[src/rtl/spc_defines.svh]
// Register offsets, field positions, reset values and counts of the serial control block
`ifndef SPC_DEFINES_SVH
`define SPC_DEFINES_SVH

// ==========================================================
// Register offsets (15-bit serial address space)
`define SPC_ADR_SER_CFG 15'h0000
`define SPC_ADR_PORT_CTL 15'h0004
`define SPC_ADR_UPDATE 15'h0005
`define SPC_ADR_ID3 15'h000a
`define SPC_ADR_ID2 15'h000b
`define SPC_ADR_ID1 15'h000c
`define SPC_ADR_ID0 15'h000d
`define SPC_ADR_PROFILE 15'h000e
`define SPC_ADR_USER_BASE 15'h0010
`define SPC_ADR_USER_LAST 15'h0017

// ==========================================================
// Field positions
`define SPC_BIT_LSB_FIRST 6
`define SPC_BIT_SOFT_RST 5
`define SPC_BIT_HW_RST 4
`define SPC_BIT_DRIVE_LOW 1
`define SPC_BIT_READ_BUF 0
`define SPC_BIT_UPDATE 0

// ==========================================================
// Reset values
`define SPC_RST_BYTE 8'h00
`define SPC_RST_PROFILE 6'h00
`define SPC_RST_ADDR 15'h0000

// ==========================================================
// Counts
`define SPC_USER_REGS 8
`define SPC_LOAD_LAST 4'h8
`define SPC_INSTR_LAST 5'h0f
`define SPC_BYTE_LAST 5'h07

`endif

[src/rtl/spc_pkg.sv]
// Types shared by the serial control block
package spc_pkg;

  // ==========================================================
  // Serial frame states
  typedef enum logic [2:0] {
    spc_sp_idle = 3'b001,
    spc_sp_instr = 3'b010,
    spc_sp_data = 3'b100
  } spc_ser_e;

  // Profile load states
  typedef enum logic [1:0] {
    spc_ld_idle = 2'b01,
    spc_ld_run = 2'b10
  } spc_load_e;

  // Serial pins seen by the block
  typedef struct packed {
    logic sclk;
    logic cs_b;
    logic sdio_in;
  } spc_pins_s;

  // Controls handed to the device core
  typedef struct packed {
    logic core_reset;
    logic drive_reduced;
    logic update_pulse;
    logic loading;
    logic [5:0] profile;
  } spc_core_s;

endpackage : spc_pkg

[src/rtl/spc_regs.sv]
// Serial configuration port with control, identification and preset profile registers
// ==========================================================
// Functional notes
// - Bit-order 0: MSB first, address decrements
// - Bit-order 1: LSB first, address increments
// - Soft reset reloads selected profile values
// - Hardware reset keeps registers, never self-clears
// - Strength bit reduces pin drive, profile default
// - Read-target selects live or buffered copies
// - Update strobe applies pending values, self-clears
// - Identification registers are read-only
// - Identification code MSB at lowest address
// - Profile read returns last loaded index
// - Profile write selects one of 64
// - Profile write reloads profile-dependent registers
// - Profile index initialised from strap pins
// - Control bits are active high
`timescale 1ns/10ps
`include "spc_defines.svh"

module spc_regs #(
  parameter logic [31:0] ID_CODE = 32'h0000_5a01 // Arbitrary identification value
) (
  input wire logic clk_sys,
  input wire logic rst_b,
  input wire spc_pkg::spc_pins_s pins,
  input wire logic [5:0] strap_pins,
  output logic sdio_out,
  output logic sdio_oe_b,
  output spc_pkg::spc_core_s core,
  output logic [63:0] user_cfg
);
  import spc_pkg::*;

  // ==========================================================
  // Helper functions
  // True when the address falls in the buffered user window
  function automatic logic is_user(input logic [14:0] a);
    is_user = (a >= `SPC_ADR_USER_BASE) && (a <= `SPC_ADR_USER_LAST);
  endfunction : is_user

  // Index into the user window
  function automatic logic [2:0] user_idx(input logic [14:0] a);
    user_idx = a[2:0];
  endfunction : user_idx

  // Shift one serial bit into the receive register in frame order
  function automatic logic [15:0] shift_bit(input logic [15:0] s, input logic b, input logic lsb);
    shift_bit = lsb ? {b, s[15:1]} : {s[14:0], b};
  endfunction : shift_bit

  // ==========================================================
  // Input synchronisers
  spc_pins_s pin_meta; // First stage, read only by the second
  spc_pins_s pin_sync; // Safe copy
  logic sclk_prev; // For edge detection
  logic [5:0] strap_meta; // First stage of strap levels
  logic [5:0] strap_sync; // Safe strap levels
  logic sclk_rise;
  logic sclk_fall;

  // Two flops on every pin before any logic reads it
  always_ff @(posedge clk_sys) begin
    pin_meta <= pins;
    pin_sync <= pin_meta;
    strap_meta <= strap_pins;
    strap_sync <= strap_meta;
    sclk_prev <= rst_b ? pin_sync.sclk : 1'b0;
  end

  assign sclk_rise = pin_sync.sclk & ~sclk_prev;
  assign sclk_fall = ~pin_sync.sclk & sclk_prev;

  // ==========================================================
  // Register state
  logic lsb_first, next_lsb_first; // Bit and byte order for next frame
  logic soft_rst, next_soft_rst; // Reads 1 while a soft-reset profile reload runs
  logic hw_rst, next_hw_rst; // Core reset level
  logic drive_low, next_drive_low; // Reduced pin strength
  logic read_buf, next_read_buf; // Read target
  logic upd, next_upd; // Update strobe
  logic [5:0] profile, next_profile; // Last loaded profile index
  logic strap_done, next_strap_done; // Strap capture taken
  logic [7:0][7:0] user_buf, next_user_buf; // Pending user bytes
  logic [7:0][7:0] user_live, next_user_live; // Applied user bytes
  spc_load_e ld_state, next_ld_state; // Profile loader
  logic [3:0] ld_idx, next_ld_idx; // Loader entry
  spc_core_s next_core;
  logic [7:0] rom_byte;
  logic [7:0] rd_data; // Read mux result

  // Serial engine outputs used by the register group
  logic wr_pulse;
  logic [14:0] wr_addr;
  logic [7:0] wr_data;
  logic [14:0] addr;

  spc_profile_rom u_rom (
    .profile(profile),
    .index(ld_idx),
    .data(rom_byte)
  );

  // ==========================================================
  // Register next state
  always_comb begin
    next_lsb_first = lsb_first;
    next_soft_rst = soft_rst;
    next_hw_rst = hw_rst;
    next_drive_low = drive_low;
    next_read_buf = read_buf;
    next_upd = 1'b0;
    next_profile = profile;
    next_strap_done = strap_done;
    next_user_buf = user_buf;
    next_user_live = user_live;
    next_ld_state = ld_state;
    next_ld_idx = ld_idx;
    if (upd) begin
      next_user_live = user_buf;
    end
    if (!strap_done) begin
      next_profile = strap_sync;
      next_strap_done = 1'b1;
      next_ld_state = spc_ld_run;
      next_ld_idx = 4'h0;
    end else if (wr_pulse) begin
      unique case (wr_addr)
        `SPC_ADR_SER_CFG: begin
          next_lsb_first = wr_data[`SPC_BIT_LSB_FIRST];
          if (wr_data[`SPC_BIT_SOFT_RST]) begin
            next_soft_rst = 1'b1;
            next_lsb_first = 1'b0;
            next_hw_rst = 1'b0;
            next_read_buf = 1'b0;
            next_ld_state = spc_ld_run;
            next_ld_idx = 4'h0;
          end
        end
        `SPC_ADR_PORT_CTL: begin
          next_hw_rst = wr_data[`SPC_BIT_HW_RST];
          next_drive_low = wr_data[`SPC_BIT_DRIVE_LOW];
          next_read_buf = wr_data[`SPC_BIT_READ_BUF];
        end
        `SPC_ADR_UPDATE: begin
          next_upd = wr_data[`SPC_BIT_UPDATE];
        end
        `SPC_ADR_PROFILE: begin
          next_profile = wr_data[5:0];
          next_ld_state = spc_ld_run;
          next_ld_idx = 4'h0;
        end
        default: begin
          // Pending user byte; identification writes drop here
          // Read-only identification
          if (is_user(wr_addr) && ld_state == spc_ld_idle) begin
            next_user_buf[user_idx(wr_addr)] = wr_data;
          end
        end
      endcase
    end
    if (ld_state == spc_ld_run && next_ld_state == spc_ld_run && next_ld_idx == ld_idx) begin
      if (ld_idx == `SPC_LOAD_LAST) begin
        next_drive_low = rom_byte[0];
        next_ld_state = spc_ld_idle;
        next_soft_rst = 1'b0;
      end else begin
        next_user_buf[ld_idx[2:0]] = rom_byte;
        next_user_live[ld_idx[2:0]] = rom_byte;
        next_ld_idx = ld_idx + 4'h1;
      end
    end
    next_core.core_reset = next_hw_rst;
    next_core.drive_reduced = next_drive_low;
    next_core.update_pulse = upd;
    next_core.loading = (next_ld_state == spc_ld_run);
    next_core.profile = next_profile;
  end

  // Register storage
  always_ff @(posedge clk_sys) begin
    if (!rst_b) begin
      lsb_first <= 1'b0;
      soft_rst <= 1'b0;
      hw_rst <= 1'b0;
      drive_low <= 1'b0;
      read_buf <= 1'b0;
      upd <= 1'b0;
      profile <= `SPC_RST_PROFILE;
      strap_done <= 1'b0;
      user_buf <= '0;
      user_live <= '0;
      ld_state <= spc_ld_idle;
      ld_idx <= 4'h0;
      core <= '0;
    end else begin
      lsb_first <= next_lsb_first;
      soft_rst <= next_soft_rst;
      hw_rst <= next_hw_rst;
      drive_low <= next_drive_low;
      read_buf <= next_read_buf;
      upd <= next_upd;
      profile <= next_profile;
      strap_done <= next_strap_done;
      user_buf <= next_user_buf;
      user_live <= next_user_live;
      ld_state <= next_ld_state;
      ld_idx <= next_ld_idx;
      core <= next_core;
    end
  end

  assign user_cfg = user_live;

  // ==========================================================
  // Read mux
  always_comb begin
    rd_data = `SPC_RST_BYTE;
    unique case (addr)
      `SPC_ADR_SER_CFG: rd_data[`SPC_BIT_LSB_FIRST] = lsb_first;
      `SPC_ADR_PORT_CTL: begin
        rd_data[`SPC_BIT_HW_RST] = hw_rst;
        rd_data[`SPC_BIT_DRIVE_LOW] = drive_low;
        rd_data[`SPC_BIT_READ_BUF] = read_buf;
      end
      `SPC_ADR_UPDATE: rd_data[`SPC_BIT_UPDATE] = upd;
      `SPC_ADR_ID3: rd_data = ID_CODE[31:24];
      `SPC_ADR_ID2: rd_data = ID_CODE[23:16];
      `SPC_ADR_ID1: rd_data = ID_CODE[15:8];
      `SPC_ADR_ID0: rd_data = ID_CODE[7:0];
      `SPC_ADR_PROFILE: rd_data = {2'b00, profile};
      default: begin
        if (is_user(addr)) begin
          rd_data = read_buf ? user_buf[user_idx(addr)] : user_live[user_idx(addr)];
        end
      end
    endcase
    if (addr == `SPC_ADR_SER_CFG) begin
      rd_data[`SPC_BIT_SOFT_RST] = soft_rst;
    end
  end

  // ==========================================================
  // Serial engine state
  spc_ser_e sp_state, next_sp_state;
  logic [4:0] bit_cnt, next_bit_cnt; // Bits of instruction or byte
  logic [15:0] rx, next_rx; // Receive shifter
  logic frame_lsb, next_frame_lsb; // Order latched at frame start
  logic is_read, next_is_read; // Frame direction
  logic [14:0] next_addr;
  logic load_tx, next_load_tx; // Fetch read byte next cycle
  logic [7:0] tx, next_tx; // Transmit shifter
  logic next_sdio_out;
  logic next_sdio_oe_b;
  logic next_wr_pulse;
  logic [14:0] next_wr_addr;
  logic [7:0] next_wr_data;
  logic [15:0] rx_sh;

  // Frame decoding, address stepping and read shifting
  always_comb begin
    next_sp_state = sp_state;
    next_bit_cnt = bit_cnt;
    next_rx = rx;
    next_frame_lsb = frame_lsb;
    next_is_read = is_read;
    next_addr = addr;
    next_load_tx = 1'b0;
    next_tx = tx;
    next_sdio_out = sdio_out;
    next_wr_pulse = 1'b0;
    next_wr_addr = wr_addr;
    next_wr_data = wr_data;
    rx_sh = shift_bit(rx, pin_sync.sdio_in, frame_lsb);
    if (load_tx) begin
      next_tx = rd_data;
    end
    if (pin_sync.cs_b) begin
      next_sp_state = spc_sp_idle;
    end else begin
      unique case (sp_state)
        spc_sp_idle: begin
          next_frame_lsb = lsb_first;
          next_bit_cnt = 5'h00;
          next_sp_state = spc_sp_instr;
        end
        spc_sp_instr: begin
          if (sclk_rise) begin
            next_rx = rx_sh;
            next_bit_cnt = bit_cnt + 5'h01;
            if (bit_cnt == `SPC_INSTR_LAST) begin
              next_is_read = rx_sh[15];
              next_addr = rx_sh[14:0];
              next_bit_cnt = 5'h00;
              next_load_tx = rx_sh[15];
              next_sp_state = spc_sp_data;
            end
          end
        end
        spc_sp_data: begin
          if (sclk_rise) begin
            next_rx = rx_sh;
            next_bit_cnt = bit_cnt + 5'h01;
            if (bit_cnt == `SPC_BYTE_LAST) begin
              next_bit_cnt = 5'h00;
              next_wr_pulse = ~is_read;
              next_wr_addr = addr;
              next_wr_data = frame_lsb ? rx_sh[15:8] : rx_sh[7:0];
              next_addr = frame_lsb ? addr + 15'h0001 : addr - 15'h0001;
              next_load_tx = is_read;
            end
          end else if (sclk_fall && is_read) begin
            next_sdio_out = frame_lsb ? tx[0] : tx[7];
            next_tx = frame_lsb ? {1'b0, tx[7:1]} : {tx[6:0], 1'b0};
          end
        end
        default: next_sp_state = spc_sp_idle;
      endcase
    end
    next_sdio_oe_b = ~(!pin_sync.cs_b && next_sp_state == spc_sp_data && next_is_read);
  end

  // Serial engine storage
  always_ff @(posedge clk_sys) begin
    if (!rst_b) begin
      sp_state <= spc_sp_idle;
      bit_cnt <= 5'h00;
      rx <= 16'h0000;
      frame_lsb <= 1'b0;
      is_read <= 1'b0;
      addr <= `SPC_RST_ADDR;
      load_tx <= 1'b0;
      tx <= `SPC_RST_BYTE;
      sdio_out <= 1'b0;
      sdio_oe_b <= 1'b1;
      wr_pulse <= 1'b0;
      wr_addr <= `SPC_RST_ADDR;
      wr_data <= `SPC_RST_BYTE;
    end else begin
      sp_state <= next_sp_state;
      bit_cnt <= next_bit_cnt;
      rx <= next_rx;
      frame_lsb <= next_frame_lsb;
      is_read <= next_is_read;
      addr <= next_addr;
      load_tx <= next_load_tx;
      tx <= next_tx;
      sdio_out <= next_sdio_out;
      sdio_oe_b <= next_sdio_oe_b;
      wr_pulse <= next_wr_pulse;
      wr_addr <= next_wr_addr;
      wr_data <= next_wr_data;
    end
  end

endmodule : spc_regs

[src/rtl/spc_profile_rom.sv]
// Preset profile table: default bytes of every profile-dependent register
`timescale 1ns/10ps
`include "spc_defines.svh"

module spc_profile_rom (
  input wire logic [5:0] profile,
  input wire logic [3:0] index,
  output logic [7:0] data
);

  // ==========================================================
  // Table contents
  // Entries 0..7 are user config bytes, entry 8 holds the drive strength default
  always_comb begin
    if (index == `SPC_LOAD_LAST) begin
      data = {7'h00, profile[0]};
    end else begin
      data = (({2'b00, profile} * 8'h1d) + ({4'h0, index} * 8'h35)) ^ 8'ha5;
    end
  end

endmodule : spc_profile_rom

[config.mk]
export PLATFORM = sky130hd
export DESIGN_NAME = spc_regs
export DESIGN_NICKNAME = d
export VERILOG_FILES = /design/src/rtl/spc_pkg.sv /design/src/rtl/spc_regs.sv /design/src/rtl/spc_profile_rom.sv
export VERILOG_INCLUDE_DIRS = /design/src /design/src/rtl
export SDC_FILE = /design/constraint.sdc
export NUM_CORES = 1
export LEC_CHECK = 0
export BUFFER_PORTS_ARGS = -buffer_cell sky130_fd_sc_hd__buf_2
export CORE_MARGIN = 4
export CORE_UTILIZATION = 39
export DETAILED_ROUTE_END_ITERATION = 8
export PLACE_DENSITY = 0.57
export REMOVE_ABC_BUFFERS = 1
export SKIP_LAST_GASP = 1
export SYNTH_ARGS = -nofsm -noshare
export SYNTH_HDL_FRONTEND = slang
export SYNTH_SLANG_ARGS = --single-unit
export TNS_END_PERCENT = 10
[constraint.sdc]
create_clock -name clk_sys -period 5.9 [get_ports clk_sys]
set_input_delay 0.59 -clock clk_sys [delete_from_list [all_inputs] [get_ports clk_sys]]
set_output_delay 0.59 -clock clk_sys [all_outputs]
set_load 0.01 [all_outputs]
==> flow_summary.json <==
{
  "gr-total-overflow": 0,
  "synthMuxAreaShare_pct": 19.80,
  "cts_hold_buffers": 0,
  "fin_setup_tns_ps": 0,
  "rows": 66,
  "syn_area_um2": 12800,
  "internal_power_w": 0.002773,
  "skew_ps": 36.32,
  "max_stage_delay_ps": 720,
  "start_util_pct": 39.46,
  "core_um2": 32450,
  "p_leak_nw": 5.589,
  "ant_nets": 0,
  "grt.total_usage_pct": 20.19,
  "sw_frac_of_total_pct": 24.72,
  "finalCritPeriodShare_pct": 79.92,
  "rsz0062_at_grt": "no",
  "synthFlopType": "dfxtp_1",
  "dp_hpwl_um": 25110,
  "syn-instance-count": 1321,
  "wl_per_cell_um": 20.41,
  "synthAdderAreaFrac_pct": 6.742,
  "synth_top_family_by_area": "multiplexers",
  "numPortBuffers": 86,
  "critPathMaxFanout": 14,
  "via_count": 10130,
  "relSlewSlack_pct": 27.13,
  "routabilityCongestion": 0.8717,
  "p_clk_share_pct": 46.4,
  "pwr-share-seq_pct": 46.1,
  "vdd_drop_max_v": 0.0002328,
  "grt_pass1_vias": 9643,
  "worstPathArrival_ps": 5190,
  "synth_cell_types": 75,
  "cts_setup_buffers": 0,
  "die_h_um": 189.2,
  "hold_class": "input pin to register",
  "cts_tree": "yes",
  "worstReg2RegStart": "ld_idx[0]",
  "diodes": 0,
  "status": "complete, no violations",
  "routed_wl_um": 37150,
  "fmax_mhz": 212.1,
  "cts_sinks": 244,
  "clk_pin_slew_ps": 60,
  "dr.pass1.iters": 5,
  "max-cap-violations": 0,
  "drive_gt1_share_pct": 16.04,
  "slew_violations": 0,
  "io_pins": 87,
  "synth-seq-cells": 244,
  "postSynthAreaPerCell_um2": 9.693,
  "grt_pass1_wl_um": 57440,
  "dieArea_um2": 35800,
  "clockRootBuffer": "clkbuf_16",
  "routed_via_density": 5.563,
  "fin_crit_ps": 4715,
  "cp_common_cell": "fa_1",
  "critPathTopFamily": "adder cells",
  "drtIter0Drc": 904,
  "pwr-share-comb_pct": 7.5,
  "ys_async_sr_fraction_pct": 0,
  "final-setup-viol-count": 0,
  "cts.path.max_buffers": 3,
  "die_x_um": 189.2,
  "ff2ff_setup_slack_ps": 1180,
  "synth_compound_area_share_pct": 18.11,
  "p_per_area_nw_per_um2": 255.4,
  "worstSetupEndpointType": "register",
  "start_kind": "register",
  "yosys.area_share.simple_pct": 10.78,
  "antenna_found_initial": 0,
  "hold_start": "pins[1]",
  "p_sw_w": 0.0009104,
  "power_w": 0.003683,
  "grt_max_degree": 67,
  "synth_xor_area_share_pct": 1.817,
  "critPathSlowestCell": "xnor2_1",
  "ctsResizeCount": 0,
  "crit_chain": "inv_1 > fa_1 > fa_1 > inv_1 > fa_1 > fa_1 > ha_1 > a21o_1 > a21oi_1 > xnor2_1 > o21ai_0 > a21oi_1",
  "synth_edf_count": 0,
  "crit_start": "ld_idx[0]",
  "critPathRequiredTime_ps": 6380,
  "cts_max_level": 1,
  "insertion_delay_ps": 570,
  "numCtsBuffers": 28,
  "synth_warnings": 0,
  "path_buf_inv": 2,
  "worstMarginPinSlew_ps": 1089,
  "post-route-drc-count": 0,
  "area_growth_pct": 12.65,
  "final_hold_viol_count": 0,
  "yosysSeqAreaShare_pct": 38.15,
  "fillers": 3179,
  "fin_nets": 1430,
  "worst-setup-path-type": "register to register"
}
## path summary, 6_finish.rpt
path                   to  cells past startpoint
max          user_cfg[38]                     12
min           pin_meta[1]                      1
max reg2reg  user_cfg[38]                     12
min reg2reg   pin_sync[0]                      0
## cells in the mapped netlist (5+ instances only)
master	instances	area (um^2)
nor3_1	15	75.07
xor2_1	7	61.31
nor2b_1	15	93.84
nand3_1	20	100.1
a211oi_1	41	307.8
clkbuf_1	61	229.0
xnor2_1	17	148.9
a21boi_1	8	60.06
buf_1	5	18.77
nand4_1	5	31.28
nand2b_1	13	81.33
mux4_2	39	878.3
nand2_1	69	259.0
nor2_1	61	229.0
fa_1	15	300.3
mux2i_1	161	1612
o21ai_0	89	445.4
nor4_1	12	75.07
buf_2	19	95.09
o211ai_1	6	45.04
inv_1	42	157.7
buf_4	7	52.55
a21oi_1	190	950.9
a21boi_2	6	67.56
ha_1	45	563.0
nand3b_1	5	37.54
o21bai_1	5	37.54
a2111oi_0	5	43.79
a21o_1	8	60.06
dfxtp_1	244	4885
## cell usage in the layout (no fill, tap or decap), types with 20 or more instances in the layout
cell,count
clkbuf_16,28
mux2i_1,161
a211oi_1,41
nor2_1,61
ha_1,45
nand3_1,20
a21oi_1,190
inv_1,42
o21ai_0,89
mux4_2,39
nand2_1,69
buf_2,86
dfxtp_1,240
## power by group through the flow
| stage | Clock, W | Combinational (W) | Sequential (W) |
|---|---|---|---|
| floorplan | 0 | 0.000172 | 0.00173 |
| global placement | 0 | 0.000274 | 0.00173 |
| detailed placement | 0 | 0.000277 | 0.00173 |
| CTS | 0.00175 | 0.000278 | 0.00170 |
| global route | 0.00181 | 0.000307 | 0.00170 |
| finish | 0.00171 | 0.000277 | 0.00170 |
## metal layers
layer | track usage [%] | vias to the layer above | wire length, um
met5 | 0 | - | 0
met4 | 4.260 | 0 | 773
met3 | 2.968 | 50 | 1880
met2 | 31.15 | 235 | 16340
met1 | 30.15 | 4920 | 18150
li1 | - | 4920 | -
## flip-flops by register name, summed over array words and instances (netlist names), 8 cells and up
name and cells:
user_buf 64, wr_addr 15, rx 16, addr 15
wr_data 8, tx 8, user_cfg 64
## through the flow
stage                     hold WS, ps  setup slack, ps  area [um^2]  utilization (%)  cells
after floorplan                 309.6             1852        12380                -   1226
after global placement          314.8             1319        13510            41.63   1771
after detailed placement        312.8             1255        13510            41.63   1771
after CTS                       100.3             1246        14430            44.45   1820
after global routing            106.1            949.9        14430            44.45   1820
final                           123.3             1185        14430            44.45   1820
## cell families after synthesis
family | count (synthesis)
compound gates | 392
simple gates | 258
flops | 244
mux | 204
buf+inv | 138
fa+ha+maj | 60
xor+xnor | 25
## cell type report
class	instances	area (um^2)	area share, %
Tap cell	442	553.0	3.834
Multi-Input combinational cell	939	7347	50.93
Clock inverter	8	93.84	0.6505
Timing Repair Buffer	103	558.0	3.869
Inverter	43	161.4	1.119
Sequential cell	244	4892	33.91
Clock buffer	41	819.5	5.681
Note: power is estimated with default switching activity, not from simulation.
